--- config.mk ---
export PLATFORM = sky130hd
export DESIGN_NAME = periodic_tick_unit
export DESIGN_NICKNAME = d
export VERILOG_FILES = /design/src/pkg/periodic_tick_pkg.sv /design/src/pkg/tick_source_if.sv /design/src/logic/tick_edge_select.sv /design/src/logic/periodic_tick_unit.sv
export SDC_FILE = /design/constraint.sdc
export NUM_CORES = 1
export LEC_CHECK = 0
export BUFFER_PORTS_ARGS = -buffer_cell sky130_fd_sc_hd__buf_2
export CAP_MARGIN = 20
export CELL_PAD_IN_SITES_DETAIL_PLACEMENT = 0
export CELL_PAD_IN_SITES_GLOBAL_PLACEMENT = 1
export CORE_ASPECT_RATIO = 1.75
export CORE_MARGIN = 10
export CORE_UTILIZATION = 25
export DETAILED_ROUTE_END_ITERATION = 10
export MAX_ROUTING_LAYER = met4
export PLACE_DENSITY = 0.58
export SLEW_MARGIN = 20
export SYNTH_ARGS = -nofsm -noshare
export SYNTH_HDL_FRONTEND = slang
export SYNTH_SLANG_ARGS = --single-unit
--- constraint.sdc ---
create_clock -name clock_i -period 2.89 [get_ports clock_i]
set_input_delay 0.7225 -clock clock_i [delete_from_list [all_inputs] [get_ports clock_i]]
set_output_delay 0.7225 -clock clock_i [all_outputs]
set_load 0.05 [all_outputs]
--- src/pkg/periodic_tick_pkg.sv ---
// Purpose: Shared constants for the periodic tick unit and its register file
// Assumes: AXI4-Lite slave with 32-bit data, one register per aligned word
// Notes:   Offsets are byte addresses
package periodic_tick_pkg;

  localparam logic [4:0] off_drive_clock   = 5'h00;
  localparam logic [4:0] off_enable_period = 5'h04;
  localparam logic [4:0] off_status_ctrl   = 5'h08;
  localparam logic [4:0] off_irq_status    = 5'h0c;
  localparam logic [4:0] off_irq_enable    = 5'h10;
  localparam logic [4:0] off_irq_clear     = 5'h14;

  // Drive and clock register fields
  localparam int pos_pending    = 7;
  localparam int pos_drive_lo   = 2;
  localparam int pos_clksel_lo  = 0;
  // Enable and period register fields
  localparam int pos_period_lo  = 4;
  localparam int pos_kb_en_lo   = 0;
  // Status and control register fields
  localparam int pos_kb_flag    = 3;
  localparam int pos_ack        = 2;
  localparam int pos_kb_mask    = 1;
  localparam int pos_sens       = 0;

  localparam logic [3:0] rst_drive      = 4'h0;
  localparam logic [1:0] rst_clksel     = 2'h0;
  localparam logic [2:0] rst_period     = 3'h0;
  localparam logic [3:0] rst_kb_en      = 4'h0;
  localparam logic [1:0] rst_irq_enable = 2'h0;

  localparam logic [1:0] resp_okay   = 2'h0;
  localparam logic [1:0] resp_slverr = 2'h2;

  // Interrupt status bit positions
  localparam int ev_period  = 0;
  localparam int ev_keypad  = 1;
  localparam int num_events = 2;

  localparam int count_width = 15;

  typedef enum logic [1:0] {
    clk_internal_rc,
    clk_external_pin,
    clk_oscillator,
    clk_reserved
  } clock_select_e;

endpackage : periodic_tick_pkg

--- src/pkg/tick_source_if.sv ---
// Purpose: Carries the selected tick stream between the source selector and the counter
// Assumes: Single clock domain
// Notes:   tick is a one-cycle pulse per counted edge
interface tick_source_if;
  logic       tick;
  logic [1:0] select;

  modport selector (input select, output tick);
  modport consumer (output select, input tick);
endinterface : tick_source_if

--- src/logic/tick_edge_select.sv ---
// Purpose: Synchronises three clock sources and turns the chosen one's rising edges into ticks
// Assumes: Each source is slower than half of clock_i
// Notes:   First flop of each synchroniser feeds only the second
module tick_edge_select (
  // Clock and reset
  input  wire logic    clock_i,
  input  wire logic    rst_n_i,
  input  wire logic    enable_i,
  // Raw clock sources
  input  wire logic    rc_clock_i,
  input  wire logic    ext_clock_i,
  input  wire logic    osc_clock_i,
  // Selected tick
  tick_source_if.selector link
);

  logic [2:0] sync_a;
  logic [2:0] sync_b;
  logic [2:0] prev;
  logic [2:0] rise;

  always_ff @(posedge clock_i) begin
    if (!rst_n_i) begin
      sync_a <= 3'h0;
      sync_b <= 3'h0;
      prev   <= 3'h0;
    end else if (enable_i) begin
      sync_a <= {osc_clock_i, ext_clock_i, rc_clock_i};
      sync_b <= sync_a;
      prev   <= sync_b;
    end
  end

  assign rise = sync_b & ~prev;

  // Reserved code yields no ticks
  always_comb begin
    unique case (link.select)
      2'h0:    link.tick = rise[0];
      2'h1:    link.tick = rise[1];
      2'h2:    link.tick = rise[2];
      default: link.tick = 1'b0;
    endcase
  end

endmodule : tick_edge_select

--- src/logic/periodic_tick_unit.sv ---
// Purpose: Periodic interrupt generator behind an AXI4-Lite register file
// Assumes: Wait and stop modes keep clock_i and the selected source running
// Notes:   Period requests enter the keypad path like a pin event
//
// Local design decisions: the address map and register access over AXI4-Lite.
module periodic_tick_unit #(
  parameter int keypad_inputs = 4
) (
  // Clock, reset, enable
  input  wire logic                     clock_i,
  input  wire logic                     rst_n_i,
  input  wire logic                     clk_en_i,
  // Clock sources and keypad pins
  input  wire logic                     rc_clock_i,
  input  wire logic                     ext_clock_i,
  input  wire logic                     osc_clock_i,
  input  wire logic [keypad_inputs-1:0] keypad_pins_i,
  // AXI4-Lite write address
  input  wire logic [4:0]               s_axi_awaddr,
  input  wire logic                     s_axi_awvalid,
  output logic                          s_axi_awready,
  // AXI4-Lite write data
  input  wire logic [31:0]              s_axi_wdata,
  input  wire logic [3:0]               s_axi_wstrb,
  input  wire logic                     s_axi_wvalid,
  output logic                          s_axi_wready,
  // AXI4-Lite write response
  output logic [1:0]                    s_axi_bresp,
  output logic                          s_axi_bvalid,
  input  wire logic                     s_axi_bready,
  // AXI4-Lite read
  input  wire logic [4:0]               s_axi_araddr,
  input  wire logic                     s_axi_arvalid,
  output logic                          s_axi_arready,
  output logic [31:0]                   s_axi_rdata,
  output logic [1:0]                    s_axi_rresp,
  output logic                          s_axi_rvalid,
  input  wire logic                     s_axi_rready,
  // Interrupts
  output logic                          keypad_irq_o,
  output logic                          irq_o,
  // Drive enables for port B
  output logic [3:0]                    port_b_drive_o
);

  tick_source_if tick_link ();

  logic [3:0]                  drive;
  logic [1:0]                  clock_select;
  logic [2:0]                  interval_select;
  logic [keypad_inputs-1:0]    keypad_input_enables;
  logic                        keyboard_sensitivity;
  logic                        keypad_interrupt_mask;
  logic                        periodic_pending_latch;
  logic                        keypad_flag;
  logic [periodic_tick_pkg::count_width-1:0] count;
  logic [periodic_tick_pkg::count_width-1:0] period_last;
  logic                        period_hit;
  logic [keypad_inputs-1:0]    pin_a;
  logic [keypad_inputs-1:0]    pin_b;
  logic [keypad_inputs-1:0]    pin_prev;
  logic                        keypad_event;
  logic                        kb_level;
  logic [1:0]                  irq_status;
  logic [1:0]                  irq_enable;

  // Write channel capture, address and data taken in either order
  logic        aw_held;
  logic        w_held;
  logic [4:0]  aw_addr;
  logic [31:0] w_data;
  logic [3:0]  w_strb;
  logic        wr_fire;
  logic        wr_lane0;
  logic        ack_write;
  logic        clear_write;

  assign tick_link.select = clock_select;

  tick_edge_select u_tick_select (
    .clock_i     (clock_i),
    .rst_n_i     (rst_n_i),
    .enable_i    (clk_en_i),
    .rc_clock_i  (rc_clock_i),
    .ext_clock_i (ext_clock_i),
    .osc_clock_i (osc_clock_i),
    .link        (tick_link.selector)
  );

  assign s_axi_awready = !aw_held && !s_axi_bvalid;
  assign s_axi_wready  = !w_held && !s_axi_bvalid;
  assign wr_fire       = aw_held && w_held && !s_axi_bvalid && clk_en_i;
  assign wr_lane0      = wr_fire && w_strb[0];

  always_ff @(posedge clock_i) begin
    if (!rst_n_i) begin
      aw_held <= 1'b0;
      aw_addr <= 5'h00;
    end else if (clk_en_i) begin
      if (s_axi_awvalid && s_axi_awready) begin
        aw_held <= 1'b1;
        aw_addr <= s_axi_awaddr;
      end else if (wr_fire) begin
        aw_held <= 1'b0;
      end
    end
  end

  always_ff @(posedge clock_i) begin
    if (!rst_n_i) begin
      w_held <= 1'b0;
      w_data <= 32'h0000_0000;
      w_strb <= 4'h0;
    end else if (clk_en_i) begin
      if (s_axi_wvalid && s_axi_wready) begin
        w_held <= 1'b1;
        w_data <= s_axi_wdata;
        w_strb <= s_axi_wstrb;
      end else if (wr_fire) begin
        w_held <= 1'b0;
      end
    end
  end

  always_ff @(posedge clock_i) begin
    if (!rst_n_i) begin
      s_axi_bvalid <= 1'b0;
      s_axi_bresp  <= periodic_tick_pkg::resp_okay;
    end else if (clk_en_i) begin
      if (wr_fire) begin
        s_axi_bvalid <= 1'b1;
        unique case (aw_addr)
          periodic_tick_pkg::off_drive_clock,
          periodic_tick_pkg::off_enable_period,
          periodic_tick_pkg::off_status_ctrl,
          periodic_tick_pkg::off_irq_status,
          periodic_tick_pkg::off_irq_enable,
          periodic_tick_pkg::off_irq_clear: s_axi_bresp <= periodic_tick_pkg::resp_okay;
          default:                          s_axi_bresp <= periodic_tick_pkg::resp_slverr;
        endcase
      end else if (s_axi_bready) begin
        s_axi_bvalid <= 1'b0;
      end
    end
  end

  // Drive and clock register; pending bit is not writable
  always_ff @(posedge clock_i) begin
    if (!rst_n_i) begin
      drive        <= periodic_tick_pkg::rst_drive;
      clock_select <= periodic_tick_pkg::rst_clksel;
    end else if (clk_en_i && wr_lane0 && aw_addr == periodic_tick_pkg::off_drive_clock) begin
      drive        <= w_data[periodic_tick_pkg::pos_drive_lo +: 4];
      clock_select <= w_data[periodic_tick_pkg::pos_clksel_lo +: 2];
    end
  end

  assign port_b_drive_o = drive;

  always_ff @(posedge clock_i) begin
    if (!rst_n_i) begin
      interval_select      <= periodic_tick_pkg::rst_period;
      keypad_input_enables <= keypad_inputs'(periodic_tick_pkg::rst_kb_en);
    end else if (clk_en_i && wr_lane0 && aw_addr == periodic_tick_pkg::off_enable_period) begin
      interval_select      <= w_data[periodic_tick_pkg::pos_period_lo +: 3];
      keypad_input_enables <= w_data[periodic_tick_pkg::pos_kb_en_lo +: keypad_inputs];
    end
  end

  always_ff @(posedge clock_i) begin
    if (!rst_n_i) begin
      keyboard_sensitivity  <= 1'b0;
      keypad_interrupt_mask <= 1'b0;
    end else if (clk_en_i && wr_lane0 && aw_addr == periodic_tick_pkg::off_status_ctrl) begin
      keyboard_sensitivity  <= w_data[periodic_tick_pkg::pos_sens];
      keypad_interrupt_mask <= w_data[periodic_tick_pkg::pos_kb_mask];
    end
  end

  // Strobe is never stored, so it reads zero and is clear after reset
  assign ack_write = wr_lane0 && aw_addr == periodic_tick_pkg::off_status_ctrl
                     && w_data[periodic_tick_pkg::pos_ack];

  always_ff @(posedge clock_i) begin
    if (!rst_n_i) begin
      irq_enable <= periodic_tick_pkg::rst_irq_enable;
    end else if (clk_en_i && wr_lane0 && aw_addr == periodic_tick_pkg::off_irq_enable) begin
      irq_enable <= w_data[periodic_tick_pkg::num_events-1:0];
    end
  end

  assign clear_write = wr_lane0 && aw_addr == periodic_tick_pkg::off_irq_clear;

  // Period end count: 2^(8+code) counts, so last value is that minus one
  always_comb begin
    period_last = '0;
    if (interval_select != 3'h0) begin
      period_last = periodic_tick_pkg::count_width'((32'h0000_0100 << interval_select) - 32'h1);
    end
  end

  assign period_hit = tick_link.tick && interval_select != 3'h0 && count == period_last;

  // Runs off clock_i regardless of low-power mode
  always_ff @(posedge clock_i) begin
    if (!rst_n_i) begin
      count <= '0;
    end else if (clk_en_i) begin
      if (interval_select == 3'h0) begin
        count <= '0;
      end else if (tick_link.tick) begin
        if (count >= period_last) begin
          count <= '0;
        end else begin
          count <= count + 1'b1;
        end
      end
    end
  end

  always_ff @(posedge clock_i) begin
    if (!rst_n_i) begin
      periodic_pending_latch <= 1'b0;
    end else if (clk_en_i) begin
      if (period_hit) begin
        periodic_pending_latch <= 1'b1;
      end else if (ack_write) begin
        periodic_pending_latch <= 1'b0;
      end
    end
  end

  // Keypad pin synchronisers
  always_ff @(posedge clock_i) begin
    if (!rst_n_i) begin
      pin_a    <= '1;
      pin_b    <= '1;
      pin_prev <= '1;
    end else if (clk_en_i) begin
      pin_a    <= keypad_pins_i;
      pin_b    <= pin_a;
      pin_prev <= pin_b;
    end
  end

  // Periodic request acts as one more falling-edge source
  // Ack hides the latch term, so a single ack clears the flag in level mode too unless an enabled pin is held low
  assign kb_level     = keyboard_sensitivity
                        && ((|(~pin_b & keypad_input_enables)) || (periodic_pending_latch && !ack_write));
  assign keypad_event = (|(~pin_b & pin_prev & keypad_input_enables)) || period_hit || kb_level;

  always_ff @(posedge clock_i) begin
    if (!rst_n_i) begin
      keypad_flag <= 1'b0;
    end else if (clk_en_i) begin
      if (keypad_event) begin
        keypad_flag <= 1'b1;
      end else if (ack_write) begin
        keypad_flag <= 1'b0;
      end
    end
  end

  assign keypad_irq_o = keypad_flag && !keypad_interrupt_mask;

  always_ff @(posedge clock_i) begin
    if (!rst_n_i) begin
      irq_status <= '0;
    end else if (clk_en_i) begin
      irq_status <= (irq_status & ~(clear_write ? w_data[1:0] : 2'h0))
                    | {keypad_event, period_hit};
    end
  end

  assign irq_o = |(irq_status & irq_enable);

  // Read channel
  logic [31:0] rd_word;
  logic        rd_ok;

  always_comb begin
    rd_word = 32'h0000_0000;
    rd_ok   = 1'b1;
    unique case (s_axi_araddr)
      periodic_tick_pkg::off_drive_clock: begin
        rd_word[periodic_tick_pkg::pos_pending]        = periodic_pending_latch;
        rd_word[periodic_tick_pkg::pos_drive_lo +: 4]  = drive;
        rd_word[periodic_tick_pkg::pos_clksel_lo +: 2] = clock_select;
      end
      periodic_tick_pkg::off_enable_period: begin
        rd_word[periodic_tick_pkg::pos_period_lo +: 3]            = interval_select;
        rd_word[periodic_tick_pkg::pos_kb_en_lo +: keypad_inputs] = keypad_input_enables;
      end
      periodic_tick_pkg::off_status_ctrl: begin
        rd_word[periodic_tick_pkg::pos_kb_flag] = keypad_flag;
        rd_word[periodic_tick_pkg::pos_kb_mask] = keypad_interrupt_mask;
        rd_word[periodic_tick_pkg::pos_sens]    = keyboard_sensitivity;
      end
      periodic_tick_pkg::off_irq_status: rd_word[1:0] = irq_status;
      periodic_tick_pkg::off_irq_enable: rd_word[1:0] = irq_enable;
      periodic_tick_pkg::off_irq_clear:  rd_word      = 32'h0000_0000;
      default:                           rd_ok        = 1'b0;
    endcase
  end

  assign s_axi_arready = !s_axi_rvalid;

  always_ff @(posedge clock_i) begin
    if (!rst_n_i) begin
      s_axi_rvalid <= 1'b0;
      s_axi_rdata  <= 32'h0000_0000;
      s_axi_rresp  <= periodic_tick_pkg::resp_okay;
    end else if (clk_en_i) begin
      if (s_axi_arvalid && s_axi_arready) begin
        s_axi_rvalid <= 1'b1;
        s_axi_rdata  <= rd_word;
        s_axi_rresp  <= rd_ok ? periodic_tick_pkg::resp_okay : periodic_tick_pkg::resp_slverr;
      end else if (s_axi_rready) begin
        s_axi_rvalid <= 1'b0;
      end
    end
  end

endmodule : periodic_tick_unit

# Word level (Yosys, flattened, before mapping)
# Index checks and enable logic that the tools add are counted.
[word_totals] mem_bits_ro=0 ramBits=0 elab_cells=138 n_memories=0 latch_bits=0 inputBits=61 ff_bits=86 out_inout_bits=47
[classes] multipliers=0 n_div=0 order_cmp=1 bitwise=10 reduce_logical=59 n_eq_ne=13 n_shift=1 addsub=2 muxes=25
[ops] op="$mux W15" n=4
[ops] op="$logic_and A1 B1 Y1" n=22
[ops] op="$reduce_and A2 Y1" n=11
[ops] op="$eq A5 B4 Y1 const B" n=4
[ops] op="$eq A5 B5 Y1 const B" n=4
[ops] op="$add A15 B1 Y15 const B" n=1
[ops] op="$eq A15 B15 Y1" n=1
[ops] op="$ge A15 B15 Y1" n=1
[ops] op="$shl A9 B3 Y15 const A" n=1
[ops] op="$sub A15 B1 Y15 const B" n=1
[ops] op="$reduce_bool A2 Y1" n=7
[ops] op="$mux W1" n=13
[ops] op="$and A4 B4 Y4" n=3
[ops] op="$reduce_or A6 Y1" n=2
[ops] op="$eq A5 B3 Y1 const B" n=2
[ops] op="$logic_not A5 Y1" n=2
[ops] op="$pmux W2 S5" n=1
[ops] op="$reduce_or A4 Y1" n=2
[ops] op="$logic_not A1 Y1" n=6
[ops] op="$mux W2" n=3
[ops] op="$pmux W1 S3" n=2
[ops] op="$and A2 B2 Y2" n=2
[ops] op="$not A4 Y4" n=1
[ops] op="$pmux W2 S2" n=1
[ops] op="other kinds (12)" n=14

# Depth between registers and ports, before layout
[logic_depth] ltp_word=13 ltp_mapped=11

# Modules after synthesis
# From an unflattened synthesis, not the netlist that was laid out.
[unflattened] hier_cells=454 hier_area_um2=4147.7
[modules_own_cells] mod="periodic_tick_unit" cells_per_inst=421 seq_area_each_um2=1501.4 area_per_inst_um2=3774.9 n_inst=1
[modules_own_cells] mod="tick_edge_select" cells_per_inst=33 seq_area_each_um2=180.2 area_per_inst_um2=372.9 n_inst=1

# Worst setup path before layout
# OpenSTA, ideal clock, no wires.
[synth_timing] path_kind="register to register" startpoint="register interval_select[2]" endpoint="register count[0] in the netlist's numbering" n_path_buf=2 period_less_slack_ns=2.289 setup_slack_ns=0.601 arrival_time_ns=2.171 path_stages_with_launch=11 setup_ns=0.117 path_cell_list="dfxtp_1 clkbuf_1 o21ai_0 ha_1 nand4_1 nor4_1 nor4_1 o211a_1 o21ai_1 buf_2 nor2_1"
[synth_via] elab_chain_cells=7 word_cells_on_any_way=11 cone_classes="add/sub: 1; order compare: 1; shift: 1; mux: 4; reduce/logical: 4"
[synth_rtl] element="start, declared" line_no="periodic_tick_unit.sv:50" text="logic [2:0] interval_select;"
[synth_rtl] element="start signal, assigned" line_no="periodic_tick_unit.sv:162" text="interval_select <= periodic_tick_pkg::rst_period;"
[synth_rtl] element="start signal, assigned" line_no="periodic_tick_unit.sv:165" text="interval_select <= w_data[periodic_tick_pkg::pos_period_lo +: 3];"
[synth_rtl] element="$shl A9 B3 Y15" line_no="periodic_tick_unit.sv:198" text="period_last = periodic_tick_pkg::count_width'((32'h0000_0100 << interval_select) - 32'h1);"
[synth_rtl] element="$sub A15 B1 Y15" line_no="periodic_tick_unit.sv:198"
[synth_rtl] element="$mux W15" line_no="periodic_tick_unit.sv:197" text="if (interval_select != 3'h0) begin"
[synth_rtl] element="$ge A15 B15 Y1" line_no="periodic_tick_unit.sv:212" text="if (count >= period_last) begin"
[synth_rtl] element="$mux W15" line_no="periodic_tick_unit.sv:212"
[synth_rtl] element="$mux W15" line_no="periodic_tick_unit.sv:211" text="end else if (tick_link.tick) begin"
[synth_rtl] element="$mux W15" line_no="periodic_tick_unit.sv:209" text="if (interval_select == 3'h0) begin"
[synth_rtl] element="end signal, assigned" line_no="periodic_tick_unit.sv:215" text="count <= count + 1'b1;"
[synth_rtl] element="end, declared" line_no="periodic_tick_unit.sv:56" text="logic [periodic_tick_pkg::count_width-1:0] count;"
# Several ways; a longest one is shown, not always the timed one. The select of a mux whose other input is x is not followed.
# A chain may end at the register's enable or synchronous reset.

# Worst setup path in the final report
[layout_timing] startpoint="register interval_select[1]" endpoint="register keypad_flag"
[layout_via] elab_chain_cells=9 word_cells_on_any_way=12 cone_classes="add/sub: 1; eq/ne: 1; shift: 1; mux: 2; reduce/logical: 7"
[layout_rtl] element="$shl A9 B3 Y15" line_no="periodic_tick_unit.sv:198"
[layout_rtl] element="$sub A15 B1 Y15" line_no="periodic_tick_unit.sv:198"
[layout_rtl] element="$mux W15" line_no="periodic_tick_unit.sv:197"
[layout_rtl] element="$eq A15 B15 Y1" line_no="periodic_tick_unit.sv:202" text="assign period_hit = tick_link.tick && interval_select != 3'h0 && count == period_last;"
[layout_rtl] element="$logic_and A1 B1 Y1 (*)" line_no="periodic_tick_unit.sv:202"
[layout_rtl] element="$logic_or A1 B1 Y1 (*) (2 in a row)" line_no="periodic_tick_unit.sv:250" text="assign keypad_event = (|(~pin_b & pin_prev & keypad_input_enables)) || period_hit || kb_level;"
[layout_rtl] element="$reduce_bool A2 Y1 (no source line)"
[layout_rtl] element="$reduce_and A2 Y1 (no source line)"
[layout_rtl] element="end signal, assigned" line_no="periodic_tick_unit.sv:254" text="keypad_flag <= 1'b0;"
[layout_rtl] element="end signal, assigned" line_no="periodic_tick_unit.sv:257" text="keypad_flag <= 1'b1;"
[layout_rtl] element="end signal, assigned" line_no="periodic_tick_unit.sv:259" text="keypad_flag <= 1'b0;"
[layout_rtl] element="end, declared" line_no="periodic_tick_unit.sv:55" text="logic keypad_flag;"
# Every way passes the cells marked *; elsewhere a longest branch is shown, timed or not.

==> run summary <==
The initial utilization of the core area, before any placement, comes to 0.253. The half-perimeter wire length of the detailed placement result is 8450 µm. The number of gates resized after cts came out at 0. The area used by sequential logic in the layout came out at 0.00168 mm². The number of warnings printed during yosys synthesis came out at 0. The mapped cell area came out at 0.00414 mm². The aggregate global routing overflow is 0. Among all flip-flop cells after synthesis, the most frequent one is sky130_fd_sc_hd__dfxtp_1. By instance count, the leading cell after synthesis is sky130_fd_sc_hd__dfxtp_1. In this run the power density over the cells is 556 mW/mm².

Summed over all instances, the cell type with the most area after synthesis is sky130_fd_sc_hd__dfxtp_1. The switching portion of total power came out at 0.254. The commonest cells after synthesis are sky130_fd_sc_hd__dfxtp_1 (84), sky130_fd_sc_hd__nor2_1 (75), sky130_fd_sc_hd__mux2i_1 (51). The remaining routing DRC violations came out at 0.

The iteration-0 DRC count of the detailed router came out at 125. The setup path with the least slack is of type reg2reg. TritonCTS built the clock tree. The cell count after synthesis came out at 458. The clock latency reported for the late side of the worst-skew pair came out at 0.34 ns. In the global route stage, overall resource usage came out at 0.106. The floorplan step set the die height to 190 µm. The hold violation count in the final report came to 0. Sorting the synthesized cells by area gives the leading types as sky130_fd_sc_hd__dfxtp_1 (41%), sky130_fd_sc_hd__mux2i_1 (12%), sky130_fd_sc_hd__nor2_1 (6.8%), sky130_fd_sc_hd__ha_1 (4.8%), sky130_fd_sc_hd__buf_4 (4.7%). The fraction of layout instances using a drive strength above 1 came out at 0.185.

The final weighted congestion of routability-driven global placement came out at 0.861. The share of total power dissipated in sequential elements is 0.443. The maximum VDD drop is 0.000249 V.

The area of all placed cells without fillers is 0.00492 mm². The met2 track demand over resource came out at 0.187. The number of buffers inserted by hold repair at cts is 0.

The wire length of the first global-routing pass came out at 17,700 µm. The count of nets left with antenna violations once routing finished came out at 0. The first-pass iteration count of the detailed router is 4. The max-slew violation count came out at 0. The kind of start point of the critical path is a flop. The tightest slew margin relative to the limit came out at 0.584. The average instance in the mapped netlist occupies 9.04 µm². The number of buffers added for setup after CTS came out at 0.

The switching power total is 0.000696 W. The most critical setup path has its startpoint at interval_select[1]. The worst setup path is captured at a flop. The post-route setup TNS is 0 ns. Counting flops with a built-in enable in the synthesized netlist gives 0. In this run the most critical hold path is launched from s_axi_rdata[7].

The number of distinct library cell variants in the gate-level netlist after synthesis came out at 54. The final period utilization came out at 0.887. The total I/O pin count is 108. The part of the Yosys area used for sequential elements is 0.406. The number of buffers on the longest clock path came out at 2.

Timing would allow up to 390 MHz. The number of buffers created by CTS is 9. For the worst setup path, the data arrival time is 2.83 ns.

The area after detailed placement is 0.00460 mm². The area added between synthesis and finish came out at 18.9%. The layer flagged by global routing as most heavily used is met2.

The die footprint came out at 0.0223 mm². In the global route stage, met3 resource usage came out at 0.0195. The number of maximum-capacitance constraint violations is 0. The site row count came out at 62. The reported leakage power is 2.03 nW.

The area inside the core boundary came out at 0.0164 mm². The clock edge transition at the registers on the reported setup and hold paths came out at 0.06 ns. The clock sink count is 84. The combinational share of power is 0.100. After detailed routing, the average wire length per cell comes to 14.9 µm. The post-synthesis sequential element count is 84. The number of input and output port buffers inserted is 53.

For this run, the post-layout net count is 586. The overall routed net length came out at 11,000 µm. The floorplan die width came out at 117 µm. The layout has 1,723 filler cells. The actual transition at the worst max-transition pin came out at 0.624 ns.

The antenna diode count came out at 0. The pin count of the biggest net entering global routing came out at 55. The count of H-tree levels built during CTS came out at 3. For this run, global-route usage on met1 was measured as 0.111. The routed via count divided by cell count is 4.44. The detailed-route via count came out at 3,276. The number of antenna violations at the first check in global routing came out at 0. The maximum fanout count along the critical path is 11. The buffer type at the clock tree root is sky130_fd_sc_hd__clkbuf_16. The number of global-route vias before repair is 3,305.

For the final database, setup skew stands at 0.00730 ns. Setup repair after global routing left no endpoint under its margin. The internal power of the cells totals 0.00204 W. In this run the critical register-to-register path is launched from interval_select[1]. The area of the multi-input gates is 0.00226 mm².

The clock network power share is 0.457. The path class of the tightest hold or removal check is reg2reg. The flow ran to the end, and the final reports show no timing, DRC or antenna violations. The critical path data required time came out at 3.16 ns. The share of flip-flops with an asynchronous set or reset after synthesis is 0. The final setup violation count is 0. The time the worst path needs with I/O delays and setup came out at 2.56 ns.

The fraction of synthesized cell area taken by the top area cell type came out at 0.406.
-- cell type report --
| cell class | count | share of cell area |
|---|---|---|
| Clock buffer | 10 | 0.0485 |
| Clock inverter | 6 | 0.0175 |
| Inverter | 7 | 0.00534 |
| Multi-Input combinational cell | 344 | 0.459 |
| Sequential cell | 84 | 0.341 |
| Tap cell | 224 | 0.0569 |
| Timing Repair Buffer | 63 | 0.0716 |
-- cells by family (layout without fill, tap and decap cells) --
logic type / Yosys count / after routing / share of synthesized area
simple gates: 181 / 181 / 0.224
other cells: 1 / 26 / 0.000905
compound gates: 55 / 55 / 0.0885
fa+ha+maj: 16 / 16 / 0.0483
flops: 84 / 84 / 0.406
buf+inv: 55 / 86 / 0.0749
xor+xnor: 11 / 11 / 0.0233
mux: 55 / 55 / 0.134
-- routing by layer --
metal / wire length [µm] / part of all wire
met4: 202 / 0.018
met5: 0 / 0
met1: 4480 / 0.41
met3: 321 / 0.029
met2: 6010 / 0.55
-- flip-flops by register name (all words and copies together), names as in the netlist, 2 cells and up --
name and cells:
u_tick_select.prev 3, pin_a 4, pin_prev 4, keypad_input_enables 4
s_axi_rdata 8, u_tick_select.sync_a 3, clock_select 2, aw_addr 5
u_tick_select.sync_b 3, pin_b 4, irq_enable 2, count 15
w_data 7, irq_status 2, port_b_drive_o 4, interval_select 3
-- cells in the final DEF (no fill, tap or decap), types with 4 or more instances in the layout --
master | Yosys | layout
sky130_fd_sc_hd__dfxtp_1 | 84 | 84
sky130_fd_sc_hd__nor2_1 | 75 | 75
sky130_fd_sc_hd__buf_2 | 5 | 53
sky130_fd_sc_hd__mux2i_1 | 51 | 51
sky130_fd_sc_hd__nand2_1 | 33 | 33
sky130_fd_sc_hd__conb_1 | 1 | 26
sky130_fd_sc_hd__a21oi_1 | 23 | 23
sky130_fd_sc_hd__nand3_1 | 18 | 18
sky130_fd_sc_hd__ha_1 | 16 | 16
sky130_fd_sc_hd__nand4_1 | 11 | 11
sky130_fd_sc_hd__xor2_1 | 10 | 10
sky130_fd_sc_hd__clkbuf_16 | 0 | 9
sky130_fd_sc_hd__buf_4 | 26 | 9
sky130_fd_sc_hd__nor3_1 | 7 | 7
sky130_fd_sc_hd__inv_1 | 6 | 6
sky130_fd_sc_hd__o21ai_0 | 5 | 5
sky130_fd_sc_hd__nor2b_1 | 5 | 5
sky130_fd_sc_hd__a22oi_1 | 5 | 5
sky130_fd_sc_hd__a211oi_1 | 4 | 4
sky130_fd_sc_hd__and3_1 | 4 | 4
sky130_fd_sc_hd__a221oi_1 | 4 | 4
sky130_fd_sc_hd__mux2_2 | 4 | 4
-- power groups by stage --
stage          registers [W]  clock network [W]  logic, W
2_1_floorplan        0.00125                  0  0.000215
5_1_grt              0.00122            0.00134  0.000297
3_5_place_dp         0.00124                  0  0.000274
6_report             0.00121            0.00125  0.000273
4_1_cts              0.00121            0.00129  0.000275
3_3_place_gp         0.00124                  0  0.000273
-- through the flow --
stage	instances	worst slack, ns	hold slack (ns)	total power [W]	utilization
detailed placement	722	0.305	0.442	0.00151	0.281
floorplan	483	0.601	0.436	0.00146	-
global placement	722	0.329	0.447	0.00151	0.281
CTS	738	0.276	0.451	0.00278	0.301
global route	738	0.152	0.471	0.00286	0.301
finish	738	0.327	0.447	0.00274	0.301
-- worst paths after layout --
path | end | slack [ns] | depth (start not counted)
hold / removal | s_axi_rdata[7] | 0.45 | 2
setup / recovery | keypad_flag | 0.33 | 9
hold reg to reg | s_axi_rdata[7] | 0.45 | 2
setup reg to reg | keypad_flag | 0.33 | 9
-- worst max-delay path, stage by stage, from the launching register on --
cell and delay [ns]:
sky130_fd_sc_hd__dfxtp_1 0.51, sky130_fd_sc_hd__nor3_4 0.07, sky130_fd_sc_hd__buf_4 0.19, sky130_fd_sc_hd__ha_1 0.31, sky130_fd_sc_hd__nand4_1 0.14, sky130_fd_sc_hd__nor4_1 0.46
sky130_fd_sc_hd__nor4b_1 0.34, sky130_fd_sc_hd__buf_4 0.20, sky130_fd_sc_hd__o31ai_2 0.09, sky130_fd_sc_hd__a21oi_1 0.17
Power figures use the tool's default switching activity.
